<file path="src/shared/crs_pkg.sv">
/*
 * Shared constants for the CPU register set: register port indices,
 * status-word bit positions, reset values and the fixed memory map.
 * Assumes a 20-bit address space and a word-indexed register port.
 */
package crs_pkg;
   // register port indices (one 32-bit word each, narrow data in low bits)
   localparam logic [4:0] RI_DAT0 = 5'h00;
   localparam logic [4:0] RI_DAT1 = 5'h01;
   localparam logic [4:0] RI_DAT2 = 5'h02;
   localparam logic [4:0] RI_DAT3 = 5'h03;
   localparam logic [4:0] RI_ADR0 = 5'h04;
   localparam logic [4:0] RI_ADR1 = 5'h05;
   localparam logic [4:0] RI_FB = 5'h06;
   localparam logic [4:0] RI_SB = 5'h07;
   localparam logic [4:0] RI_VECTOR_TABLE_BASE = 5'h08;
   localparam logic [4:0] RI_PC = 5'h09;
   localparam logic [4:0] RI_USP = 5'h0a;
   localparam logic [4:0] RI_ISP = 5'h0b;
   localparam logic [4:0] RI_FLG = 5'h0c;
   localparam logic [4:0] RI_D0H = 5'h0d;
   localparam logic [4:0] RI_D0L = 5'h0e;
   localparam logic [4:0] RI_D1H = 5'h0f;
   localparam logic [4:0] RI_D1L = 5'h10;
   localparam logic [4:0] RI_PAIR_LO = 5'h11;
   localparam logic [4:0] RI_PAIR_HI = 5'h12;
   localparam logic [4:0] RI_APAIR = 5'h13;
   localparam logic [4:0] RI_SP = 5'h14;
   // status word bit positions
   localparam int unsigned FLG_W = 11;
   localparam int unsigned FB_C = 0;
   localparam int unsigned FB_D = 1;
   localparam int unsigned FB_Z = 2;
   localparam int unsigned FB_S = 3;
   localparam int unsigned FB_B = 4;
   localparam int unsigned FB_O = 5;
   localparam int unsigned FB_I = 6;
   localparam int unsigned FB_U = 7;
   // reset values
   localparam logic [15:0] R16_RST = 16'h0000;
   localparam logic [19:0] R20_RST = 20'h00000;
   localparam logic [10:0] FLG_RST = 11'h000;
   // fixed memory map (20-bit, whole 1-Mbyte space)
   localparam logic [19:0] MAP_TOP = 20'hfffff;
   localparam logic [19:0] SFR_TOP = 20'h002ff;
   localparam logic [19:0] RAM_BASE = 20'h00400;
   localparam logic [19:0] RAM_TOP = 20'h007ff;
   localparam logic [19:0] DFL_BASE = 20'h02400;
   localparam logic [19:0] DFL_TOP = 20'h02bff;
   localparam logic [19:0] ROM_BASE = 20'h0c000;
   localparam logic [19:0] ROM_TOP = 20'h0ffff;
   localparam logic [19:0] VEC_BASE = 20'h0ffdc;
   // base selection for relative addressing
   typedef enum logic [1:0] {
      CRS_EA_FB,
      CRS_EA_SB,
      CRS_EA_A0,
      CRS_EA_A1
   } crs_ea_t;
endpackage

</file>
<file path="src/rtl/crs_regset.sv">
/*
 * CPU programmer-visible register set: two banks of data, address and
 * frame-base registers, static base, vector table base, program counter,
 * dual stack pointers and the status word, plus the fixed address map.
 * Assumes a single-cycle register port (no wait states) and an ALU that
 * reports each result with a one-cycle update strobe.
 *
 * // Summary of operation
 * // four 16-bit data registers; first two also split into bytes
 * // third:first and fourth:second data registers form 32-bit pairs
 * // two 16-bit address registers, pairable into one 32-bit register
 * // 16-bit frame base feeds frame-relative addressing
 * // 16-bit static base feeds static-base-relative addressing
 * // 20-bit base of the relocatable interrupt vector table
 * // 20-bit program counter holds next instruction address
 * // user and interrupt stack pointers, flag picks the active one
 * // status word is 11 bits wide
 * // carry flag takes ALU carry, borrow or shifted-out bit
 * // software keeps the debug flag at zero
 * // zero flag set when result is zero, else cleared
 * // sign flag set when result is negative, else cleared
 * // bank flag steers register accesses to bank 0 or bank 1
 * // overflow flag set on overflow, else cleared
 * // decoder spans the whole 1-Mbyte, 20-bit space
 * program ROM ends at 0ffff, mapped downward; addresses above it up to the top decode as unassigned
 * // fixed vector table sits at the top of program ROM
 * // data flash decoded at its fixed range
 * // RAM mapped upward from its base, 1 Kbyte ending at given top
 * // Peripheral_control_area fill the lowest addresses; unassigned ones are refused
 * // all registers clocked by CPU clock and reset to known values
 */
// The register offsets and the plain strobed port were left to the implementer.
`timescale 1ns/1ps
`default_nettype none
module crs_regset (
   // clock and reset
   input wire logic mclk,
   input wire logic rstn,
   // register port
   input wire logic [4:0] reg_addr,
   input wire logic [31:0] reg_wdata,
   input wire logic reg_wr,
   input wire logic reg_rd,
   output logic [31:0] reg_rdata,
   // alu status
   input wire logic alu_upd,
   input wire logic alu_word,
   input wire logic [15:0] alu_res,
   input wire logic alu_cout,
   input wire logic alu_ovf,
   // instruction sequencing
   input wire logic pc_adv,
   input wire logic [2:0] pc_len,
   // relative addressing
   input wire crs_pkg::crs_ea_t ea_mode,
   input wire logic [15:0] ea_disp,
   output logic [15:0] ea_addr,
   // register views
   output logic [31:0] data_pair_low,
   output logic [31:0] data_pair_high,
   output logic [31:0] addr_pair,
   output logic [19:0] vec_base,
   output logic [19:0] prog_count,
   output logic [15:0] stack_ptr,
   output logic [10:0] status_flags,
   // address map
   input wire logic [19:0] mem_addr,
   input wire logic sfr_assigned,
   output logic hit_sfr,
   output logic hit_ram,
   output logic hit_dflash,
   output logic hit_rom,
   output logic hit_vect,
   output logic hit_none,
   output logic acc_deny
);
   import crs_pkg::*;

   typedef struct packed {
      logic [1:0][3:0][15:0] dat;
      logic [1:0][1:0][15:0] adr;
      logic [1:0][15:0] fb;
      logic [15:0] sb;
      logic [15:0] user_stack_pointer;
      logic [15:0] interrupt_stack_pointer;
      logic [19:0] vector_table_base;
      logic [19:0] pc;
      logic [FLG_W-1:0] processor_status;
      logic [31:0] rdata;
      logic [15:0] ea;
   } crs_state_t;

   crs_state_t s_d, s_q;
   logic bank;
   logic usel;
   logic wr_flg;
   logic [10:0] flg_w;
   logic [10:0] flg_n;
   logic [15:0] ea_base;

   ///////////////////////////////////////////////////////////////////////
   // bank and stack selection come from the registered word, so a status
   // write takes effect for accesses from the next cycle on
   assign bank = s_q.processor_status[FB_B];
   assign usel = s_q.processor_status[FB_U];
   assign wr_flg = reg_wr && (reg_addr == RI_FLG);
   assign flg_w = wr_flg ? reg_wdata[FLG_W-1:0] : s_q.processor_status;

   // software writes the debug bit as given; keeping it zero is its job
   crs_flag_unit u_flag (
      .flg_in(flg_w),
      .upd(alu_upd),
      .word(alu_word),
      .res(alu_res),
      .cout(alu_cout),
      .ovf(alu_ovf),
      .flg_out(flg_n)
   );

   // base for relative addressing; frame base and address registers come from the current bank, static base is unbanked
   always_comb begin
      unique case (ea_mode)
         CRS_EA_FB: ea_base = s_q.fb[bank];
         CRS_EA_SB: ea_base = s_q.sb;
         CRS_EA_A0: ea_base = s_q.adr[bank][0];
         CRS_EA_A1: ea_base = s_q.adr[bank][1];
      endcase
   end

   ///////////////////////////////////////////////////////////////////////
   // register port: writes land this edge, read data stand one cycle
   always_comb begin
      s_d = s_q;
      s_d.processor_status = flg_n;
      s_d.ea = ea_base + ea_disp;
      s_d.rdata = '0;
      // pc counts forward unless software reloads it this cycle
      if (pc_adv) begin
         s_d.pc = s_q.pc + {17'h00000, pc_len};
      end
      if (reg_wr) begin
         unique case (reg_addr)
            RI_DAT0: s_d.dat[bank][0] = reg_wdata[15:0];
            RI_DAT1: s_d.dat[bank][1] = reg_wdata[15:0];
            RI_DAT2: s_d.dat[bank][2] = reg_wdata[15:0];
            RI_DAT3: s_d.dat[bank][3] = reg_wdata[15:0];
            RI_ADR0: s_d.adr[bank][0] = reg_wdata[15:0];
            RI_ADR1: s_d.adr[bank][1] = reg_wdata[15:0];
            RI_FB: s_d.fb[bank] = reg_wdata[15:0];
            RI_SB: s_d.sb = reg_wdata[15:0];
            RI_VECTOR_TABLE_BASE: s_d.vector_table_base = reg_wdata[19:0];
            RI_PC: s_d.pc = reg_wdata[19:0];
            RI_USP: s_d.user_stack_pointer = reg_wdata[15:0];
            RI_ISP: s_d.interrupt_stack_pointer = reg_wdata[15:0];
            RI_D0H: s_d.dat[bank][0][15:8] = reg_wdata[7:0];
            RI_D0L: s_d.dat[bank][0][7:0] = reg_wdata[7:0];
            RI_D1H: s_d.dat[bank][1][15:8] = reg_wdata[7:0];
            RI_D1L: s_d.dat[bank][1][7:0] = reg_wdata[7:0];
            RI_PAIR_LO: begin
               s_d.dat[bank][2] = reg_wdata[31:16];
               s_d.dat[bank][0] = reg_wdata[15:0];
            end
            RI_PAIR_HI: begin
               s_d.dat[bank][3] = reg_wdata[31:16];
               s_d.dat[bank][1] = reg_wdata[15:0];
            end
            RI_APAIR: begin
               s_d.adr[bank][1] = reg_wdata[31:16];
               s_d.adr[bank][0] = reg_wdata[15:0];
            end
            RI_SP: begin
               // the active pointer alias follows the stack-select flag
               if (usel) begin
                  s_d.user_stack_pointer = reg_wdata[15:0];
               end else begin
                  s_d.interrupt_stack_pointer = reg_wdata[15:0];
               end
            end
            default: ; // status word handled above, unmapped ignored
         endcase
      end
      if (reg_rd) begin
         unique case (reg_addr)
            RI_DAT0: s_d.rdata = {16'h0000, s_q.dat[bank][0]};
            RI_DAT1: s_d.rdata = {16'h0000, s_q.dat[bank][1]};
            RI_DAT2: s_d.rdata = {16'h0000, s_q.dat[bank][2]};
            RI_DAT3: s_d.rdata = {16'h0000, s_q.dat[bank][3]};
            RI_ADR0: s_d.rdata = {16'h0000, s_q.adr[bank][0]};
            RI_ADR1: s_d.rdata = {16'h0000, s_q.adr[bank][1]};
            RI_FB: s_d.rdata = {16'h0000, s_q.fb[bank]};
            RI_SB: s_d.rdata = {16'h0000, s_q.sb};
            RI_VECTOR_TABLE_BASE: s_d.rdata = {12'h000, s_q.vector_table_base};
            RI_PC: s_d.rdata = {12'h000, s_q.pc};
            RI_USP: s_d.rdata = {16'h0000, s_q.user_stack_pointer};
            RI_ISP: s_d.rdata = {16'h0000, s_q.interrupt_stack_pointer};
            RI_FLG: s_d.rdata = {21'h000000, s_q.processor_status};
            RI_D0H: s_d.rdata = {24'h000000, s_q.dat[bank][0][15:8]};
            RI_D0L: s_d.rdata = {24'h000000, s_q.dat[bank][0][7:0]};
            RI_D1H: s_d.rdata = {24'h000000, s_q.dat[bank][1][15:8]};
            RI_D1L: s_d.rdata = {24'h000000, s_q.dat[bank][1][7:0]};
            RI_PAIR_LO: s_d.rdata = {s_q.dat[bank][2], s_q.dat[bank][0]};
            RI_PAIR_HI: s_d.rdata = {s_q.dat[bank][3], s_q.dat[bank][1]};
            RI_APAIR: s_d.rdata = {s_q.adr[bank][1], s_q.adr[bank][0]};
            RI_SP: s_d.rdata = {16'h0000, usel ? s_q.user_stack_pointer : s_q.interrupt_stack_pointer};
            default: s_d.rdata = '0; // unmapped reads as zero
         endcase
      end
   end

   // whole state resets to constants on the cpu clock domain
   always_ff @(posedge mclk or negedge rstn) begin
      if (!rstn) begin
         s_q.dat <= '0;
         s_q.adr <= '0;
         s_q.fb <= '0;
         s_q.sb <= R16_RST;
         s_q.user_stack_pointer <= R16_RST;
         s_q.interrupt_stack_pointer <= R16_RST;
         s_q.vector_table_base <= R20_RST;
         s_q.pc <= R20_RST;
         s_q.processor_status <= FLG_RST;
         s_q.rdata <= '0;
         s_q.ea <= R16_RST;
      end else begin
         s_q <= s_d;
      end
   end

   ///////////////////////////////////////////////////////////////////////
   // register views
   assign reg_rdata = s_q.rdata;
   assign ea_addr = s_q.ea;
   assign data_pair_low = {s_q.dat[bank][2], s_q.dat[bank][0]};
   assign data_pair_high = {s_q.dat[bank][3], s_q.dat[bank][1]};
   assign addr_pair = {s_q.adr[bank][1], s_q.adr[bank][0]};
   assign vec_base = s_q.vector_table_base;
   assign prog_count = s_q.pc;
   assign stack_ptr = usel ? s_q.user_stack_pointer : s_q.interrupt_stack_pointer;
   assign status_flags = s_q.processor_status;

   // fixed memory map
   crs_addr_decode u_dec (
      .mclk(mclk),
      .rstn(rstn),
      .addr(mem_addr),
      .sfr_assigned(sfr_assigned),
      .hit_sfr(hit_sfr),
      .hit_ram(hit_ram),
      .hit_dflash(hit_dflash),
      .hit_rom(hit_rom),
      .hit_vect(hit_vect),
      .hit_none(hit_none),
      .acc_deny(acc_deny)
   );
endmodule // crs_regset
`default_nettype wire

</file>
<file path="src/rtl/crs_flag_unit.sv">
/*
 * Status-word update from one ALU result; purely combinational.
 * Assumes the caller registers the result and supplies the base word.
 */
`timescale 1ns/1ps
`default_nettype none
module crs_flag_unit (
   // base status word
   input wire logic [10:0] flg_in,
   // alu result
   input wire logic upd,
   input wire logic word,
   input wire logic [15:0] res,
   input wire logic cout,
   input wire logic ovf,
   // updated status word
   output logic [10:0] flg_out
);
   import crs_pkg::*;

   // alu fields win over a same-cycle software write of the word
   always_comb begin
      flg_out = flg_in;
      if (upd) begin
         flg_out[FB_C] = cout;
         flg_out[FB_Z] = word ? (res == 16'h0000) : (res[7:0] == 8'h00);
         flg_out[FB_S] = word ? res[15] : res[7];
         flg_out[FB_O] = ovf;
      end
   end
endmodule // crs_flag_unit
`default_nettype wire

</file>
<file path="src/rtl/crs_addr_decode.sv">
/*
 * Registered decode of a 20-bit address into the fixed regions.
 * Assumes the peripheral side reports whether an SFR slot is assigned.
 */
`timescale 1ns/1ps
`default_nettype none
module crs_addr_decode (
   // clock and reset
   input wire logic mclk,
   input wire logic rstn,
   // address in
   input wire logic [19:0] addr,
   input wire logic sfr_assigned,
   // region hits, one cycle after the address
   output logic hit_sfr,
   output logic hit_ram,
   output logic hit_dflash,
   output logic hit_rom,
   output logic hit_vect,
   output logic hit_none,
   output logic acc_deny
);
   import crs_pkg::*;

   typedef struct packed {
      logic sfr, ram, dfl, rom, vec, none, deny;
   } crs_dec_t;
   crs_dec_t s_d, s_q;

   ///////////////////////////////////////////////////////////////////////
   // compares; 20 bits cover the whole space so nothing aliases
   always_comb begin
      s_d.sfr = (addr <= SFR_TOP);
      s_d.ram = (addr >= RAM_BASE) && (addr <= RAM_TOP);
      s_d.dfl = (addr >= DFL_BASE) && (addr <= DFL_TOP);
      s_d.rom = (addr >= ROM_BASE) && (addr <= ROM_TOP);
      s_d.vec = (addr >= VEC_BASE) && (addr <= ROM_TOP);
      s_d.none = !(s_d.sfr || s_d.ram || s_d.dfl || s_d.rom);
      s_d.deny = s_d.sfr && !sfr_assigned;
   end

   always_ff @(posedge mclk or negedge rstn) begin
      if (!rstn) begin
         s_q <= '0;
      end else begin
         s_q <= s_d;
      end
   end

   assign hit_sfr = s_q.sfr;
   assign hit_ram = s_q.ram;
   assign hit_dflash = s_q.dfl;
   assign hit_rom = s_q.rom;
   assign hit_vect = s_q.vec;
   assign hit_none = s_q.none;
   assign acc_deny = s_q.deny;
endmodule // crs_addr_decode
`default_nettype wire

</file>
<file path="config.mk">
export PLATFORM = sky130hd
export DESIGN_NAME = crs_regset
export DESIGN_NICKNAME = d
export VERILOG_FILES = /design/src/shared/crs_pkg.sv /design/src/rtl/crs_regset.sv /design/src/rtl/crs_flag_unit.sv /design/src/rtl/crs_addr_decode.sv
export SDC_FILE = /design/constraint.sdc
export NUM_CORES = 1
export LEC_CHECK = 0
export BUFFER_PORTS_ARGS = -buffer_cell sky130_fd_sc_hd__buf_2
export CORE_MARGIN = 2
export CORE_UTILIZATION = 46
export CTS_BUF_LIST = sky130_fd_sc_hd__clkbuf_4
export DETAILED_ROUTE_END_ITERATION = 8
export GPL_TIMING_DRIVEN = 0
export PLACE_DENSITY = 0.67
export RECOVER_POWER = 100
export SYNTH_ARGS = -nofsm -noshare
export SYNTH_HDL_FRONTEND = slang
export SYNTH_HIERARCHICAL = 1
export SYNTH_SLANG_ARGS = --single-unit
</file>
<file path="constraint.sdc">
create_clock -name mclk -period 8 [get_ports mclk]
set_clock_uncertainty 0.2 [all_clocks]
set_input_delay 2 -clock mclk [delete_from_list [all_inputs] [get_ports mclk]]
set_output_delay 2 -clock mclk [all_outputs]
set_load 0.1 [all_outputs]
</file>
## Yosys cells after proc, flatten, opt, wreduce, memory -nomap -nowiden

Index checks and enable logic that the tools add are counted.

| storage, ports and cells | value |
|---|---|
| flip-flop bits (word level) | 378 |
| input port bits | 104 |
| logic and storage cells | 159 |

| cells by class | value |
|---|---|
| add/subtract/negate cells | 2 |
| $lt $le $gt $ge | 10 |
| eq/ne operators | 25 |
| muxes and demuxes | 64 |
| reduce and logical (&&, ||, !) cells | 28 |

Operator list:

| kind | number |
|---|---|
| $bwmux W128 | 12 |
| $pmux W128 S10 | 1 |
| $pmux W32 S21 | 1 |
| $demux W64 S1 | 8 |
| $bwmux W64 | 4 |
| $mux W32 | 6 |
| $mux W64 | 3 |
| $pmux W64 S3 | 1 |
| $mux W16 | 9 |
| $demux W32 S1 | 2 |
| $pmux W16 S2 | 2 |
| $pmux W16 S4 | 1 |
| $mux W20 | 3 |
| $mux W48 | 1 |
| $eq A5 B4 Y1 const B | 8 |
| $ge A20 B16 Y1 const B | 2 |
| $bwmux W32 | 1 |
| $eq A5 B5 Y1 const B | 5 |
| $mux W24 | 1 |
| $add A20 B3 Y20 | 1 |
| $eq A5 B3 Y1 const B | 4 |
| $ge A20 B11 Y1 const B | 1 |
| $ge A20 B14 Y1 const B | 1 |
| $le A20 B10 Y1 const B | 1 |
| 28 further kinds | 50 |

## Logic depth before layout (Yosys ltp)

| depth | value |
|---|---|
| word-level depth | 7 |
| gate-level depth with buffers | 12 |
| depth with buffers taken out | 9 |

## Hierarchy

The synthesis kept the hierarchy.

Modules (own cells, without submodules):

| module | instances | cells each | area an instance (µm²) | seq. area each (µm²) |
|---|---|---|---|---|
| crs_regset | 1 | 1,770 | 19,972.9 | 9,283.9 |
| crs_addr_decode | 1 | 33 | 364.1 | 175.2 |
| crs_flag_unit | 1 | 21 | 152.6 | 0.0 |

## Worst setup path before layout

Ideal clock, no wire load.

| timing | value |
|---|---|
| path kind | input port to flip-flop |
| start | in ea_mode[1] |
| end | reg s_q, in the netlist ea_addr[14] |
| setup time | 135 ps |
| arrival | 4,943 ps |
| data required time | 7,665 ps |
| slack | 2,722 ps |
| stages on the path | 10 |
| buffers on the path | 2 |
| cell sequence | buf_2 > buf_1 > mux4_2 > ha_1 > fa_1 > a211oi_1 > o21ai_0 > a211oi_1 > o31ai_1 > xor2_1 |

RTL lines:

| what | line | source |
|---|---|---|
| from (decl) | crs_regset.sv:55 | `input wire crs_pkg::crs_ea_t ea_mode,` |
| to (decl) | crs_regset.sv:93 | `crs_state_t s_d, s_q;` |

## Worst setup path after layout

| timing | value |
|---|---|
| start | reg s_q, in the netlist status_flags[4] |
| end | out data_pair_high[19] |

| on the way | value |
|---|---|
| longest elaborated chain between the ends | 2 |

Ends and longest elaborated chain:

| what | line | source |
|---|---|---|
| $mux W64 (2 in series) | -- |  |
| to (decl) | crs_regset.sv:60 | `output logic [31:0] data_pair_high,` |

Every way passes these cells. The select of a mux whose other input is x is not followed.

==> impl_summary.log <==
INFO  metric combined_flip_flop_and_latch_cell_area = ~0.0095 mm2
INFO  metric worst_hold_path_type = reg2reg
INFO  metric relSlewSlack = -1.533
INFO  metric synth_commonest_cells = dfrtp_1 (378), mux2_2 (300), nand2_1 (152), a22o_1 (127), buf_4 (111)
INFO  metric numPortBuffers = ~310
INFO  metric seqPwrFrac = 0.310
INFO  metric synth_largest_type_area_fraction = 0.4617
INFO  metric cp-start-kind = register
INFO  metric pwr-share-clk = 0.215
INFO  metric cts.sink_count = roughly 380
INFO  metric wirelength = around 90000 um
INFO  metric count_of_flip_flops_with_a_built_in_enable_after_synthesis = 0
INFO  metric finalHoldViolations = 0
INFO  metric number_of_distinct_library_cells_after_synthesis = 75
INFO  metric min_period_over_period = 0.8704
INFO  metric post-synth-top-count-cell = dfrtp_1
INFO  metric clk_pin_slew = approximately 0.060 ns
INFO  metric routedWlPerCell = between 30 and 40 um
INFO  metric crit_arrival = 4.76 ns
INFO  metric number_of_max_cap_violations = 3
INFO  metric nets = between 2000 and 2500
INFO  metric placement_rows = between 70 and 80
INFO  metric power-per-cell-area = 347.0 mW/mm2
INFO  metric yosys_warnings = 6
INFO  metric floorplan.die.height = around 220 um
INFO  metric drive_gt1_frac = 0.3200
INFO  metric combinationalPowerShare = 0.475
INFO  metric rsz0062_at_grt = false
INFO  metric cts_tree = yes
INFO  metric synth_fp_nets = around 2000
INFO  metric cts_inserted_buffers = 100
INFO  metric final_design_instance_area_without_fill = roughly 0.024 mm2
INFO  metric detail_route_antenna_nets = 0
INFO  metric max_freq = ~140 MHz
INFO  metric synthesis.area = 0.02049 mm2
INFO  metric cts-resized-gates = 0
INFO  metric cellLeakagePower = between 10 and 15 nW
INFO  metric worst-path-max-fanout = 10
INFO  metric fin_setup_tns = 0 ns
INFO  metric max-clock-path-buffers = 3
INFO  metric synth_cells = roughly 1800
INFO  metric die_w = around 220 um
INFO  metric worst-endpoint-required = a little under 6 ns
INFO  metric hold-path-cell-count = 1
INFO  metric run_status = complete, but fails checks
INFO  metric ys_top_cells_by_area = dfrtp_1 (46%), mux2_2 (16%), a22o_1 (5.4%), buf_4 (4.1%), a22oi_1 (3.7%)
INFO  metric initialDrtViolationCount = approximately 2500
INFO  metric synth_seq_area_share = 0.4617
INFO  metric crit_type = reg2out
INFO  metric total_global_routing_overflow = 0
INFO  metric core_region_area = approximately 0.044 mm2
INFO  metric wire_length_of_the_first_global_routing_pass = 127100 um
INFO  metric total_power = between 8 and 9 mW
INFO  metric avgSynthCellArea = between 10 and 15 um2
INFO  metric standard_cell_area_after_detailed_placement = approximately 0.023 mm2
INFO  metric number_of_global_route_vias_before_repair = around 18000
INFO  metric synthToLayoutAreaGrowth = 16.00%
INFO  metric groute.usage.overall = 0.3827
INFO  metric net-switching-power = around 4.2 mW
INFO  metric placement.setup.worst_slack = between 1.5 and 2 ns
INFO  metric synth_top_flop_cell = dfrtp_1
INFO  metric drc = 0
INFO  metric post-synth-top-area-cell = dfrtp_1
INFO  metric fillCellCount = ~4100
INFO  metric place_congestion = ~1
INFO  metric power.switching_fraction = 0.5104
INFO  metric top_ports = about 320
INFO  metric ctsRootBufferMaster = clkbuf_4
INFO  metric synth.ff_latch_count = 378
INFO  metric initial_utilization = 0.4644
INFO  metric p_int = ~4.0 mW
INFO  metric multi_input_area = approximately 0.0095 mm2
INFO  metric grt_start_max_net_pins = approximately 120
INFO  metric post_cts_buffers = 0
INFO  metric timing.final.max_slew_violations = 188
INFO  metric grt_antenna_before_repair = 8
INFO  metric cts-htree-levels = 3
INFO  metric shortest_clock_period_the_worst_path_allows_after_layout = 6.963 ns
INFO  metric dpl_wire_length = between 60000 and 70000 um
INFO  metric routed-via-count = roughly 19000
INFO  metric layout_setup_ws = slightly above 1 ns
INFO  metric cts_hold_buffers = 0
INFO  metric max_slew.worst_pin.slew = approximately 3.8 ns
INFO  metric setup-violations-final = 0
INFO  metric violations = capacitance limit, slew limit
INFO  metric worst_skew_pair_later_pin_latency = 0.91 ns
INFO  metric detailedRoute.firstPassIterationCount = 6
INFO  metric end_kind = output pin
INFO  metric floorplan.die_area = between 0.04 and 0.05 mm2
INFO  metric ir_drop = about 0.00038 V
INFO  metric worst_r2r_path_depth = 12
INFO  metric viasPerCell = roughly 6.4
INFO  metric instances_no_fill = roughly 2900
INFO  metric synth-async-reset-ratio = 1.000
INFO  metric cells_after_dpl = about 2700
path summary, 6_finish.rpt:
check                                startpoint  slack (ns)                  to
worst max-delay path            status_flags[4]        1.04  data_pair_high[19]
max in group asynchronous                  rstn        2.10            s_q[112]
worst min register to register         s_q[252]        0.29            s_q[252]
min in group asynchronous                  rstn        0.91       u_dec/hit_sfr
worst max register to register  status_flags[4]        2.00         ea_addr[14]
worst min-delay path                   s_q[252]        0.29            s_q[252]
cell type report:
type,instances,area share
Antenna cell,4,0.0004211
Multi-Input combinational cell,1191,0.3991
Tap cell,592,0.03116
Clock inverter,30,0.007581
Clock buffer,149,0.04706
Inverter,12,0.001895
Sequential cell,378,0.3980
Buffer,243,0.05680
Timing Repair Buffer,316,0.05796
registers in the layout, indices dropped and copies added (netlist names):
register / cells
vec_base: 20
u_dec/hit_sfr: 1
s_q: 272
u_dec/hit_rom: 1
u_dec/hit_none: 1
u_dec/hit_ram: 1
ea_addr: 16
u_dec/hit_dflash: 1
status_flags: 11
u_dec/acc_deny: 1
prog_count: 20
u_dec/hit_vect: 1
reg_rdata: 32
worst max-delay path, stage by stage, from the launching register on:
cell      delay, ns
dfrtp_1        0.41
clkbuf_1       0.55
clkbuf_1       0.54
clkbuf_1       0.93
mux2_2         0.54
clkbuf_1       0.90
logic make-up after synthesis:
logic type / share of synthesized area
fa+ha+maj: 0.01356
compound gates: 0.1719
simple gates: 0.08091
xor+xnor: 0.01282
mux: 0.1884
buf+inv: 0.07071
flops: 0.4617
routing by layer:
layer / up-vias / global-route usage / share of wire
met2: 1357 / 0.5581 / 0.42
met1: 9250 / 0.4965 / 0.39
met4: 10 / 0.2393 / 0.073
met5: - / 0 / 0.00066
met3: 326 / 0.1186 / 0.12
li1: 7620 / - / -
stage by stage:
| step | hold slack, ns | utilization |
|---|---|---|
| CTS | 0.2944 | 0.5482 |
| floorplan | 0.2507 | - |
| detailed placement | 0.2754 | 0.5187 |
| finish | 0.2890 | 0.5386 |
| global route | 0.3051 | 0.5385 |
| global placement | 0.2718 | 0.5166 |
layout by cell type (no fill, tap or decap), types with 5 or more instances in the layout:
cell type,instances
a21boi_0,10
a21o_1,8
a21oi_1,95
a221oi_1,10
a222oi_1,15
a22o_1,127
a22oi_1,100
a31oi_1,17
a41oi_1,5
and3_1,14
and4_1,16
buf_2,150
buf_4,102
clkbuf_1,295
clkbuf_4,155
clkinv_1,20
dfrtp_1,378
ha_1,19
inv_1,12
mux2_2,298
mux2i_1,10
mux4_2,16
nand2_1,152
nand3_1,23
nand4_1,7
nor2_1,35
nor2b_1,9
nor3_1,15
nor3b_1,6
nor4_1,9
o21ai_0,69
o2bb2ai_1,11
or3_1,6
xnor2_1,21
xor2_1,9
power by group through the flow:
stage / Combinational [mW] / Clock [mW] / Sequential [mW]
after global placement: 3.90 / 0 / 2.56
after floorplan: 3.12 / 0 / 2.46
final: 3.92 / 1.78 / 2.55
after global routing: 4.01 / 1.89 / 2.59
after CTS: 3.94 / 1.79 / 2.54
after detailed placement: 3.93 / 0 / 2.57
Power figures use the tool's default switching activity.
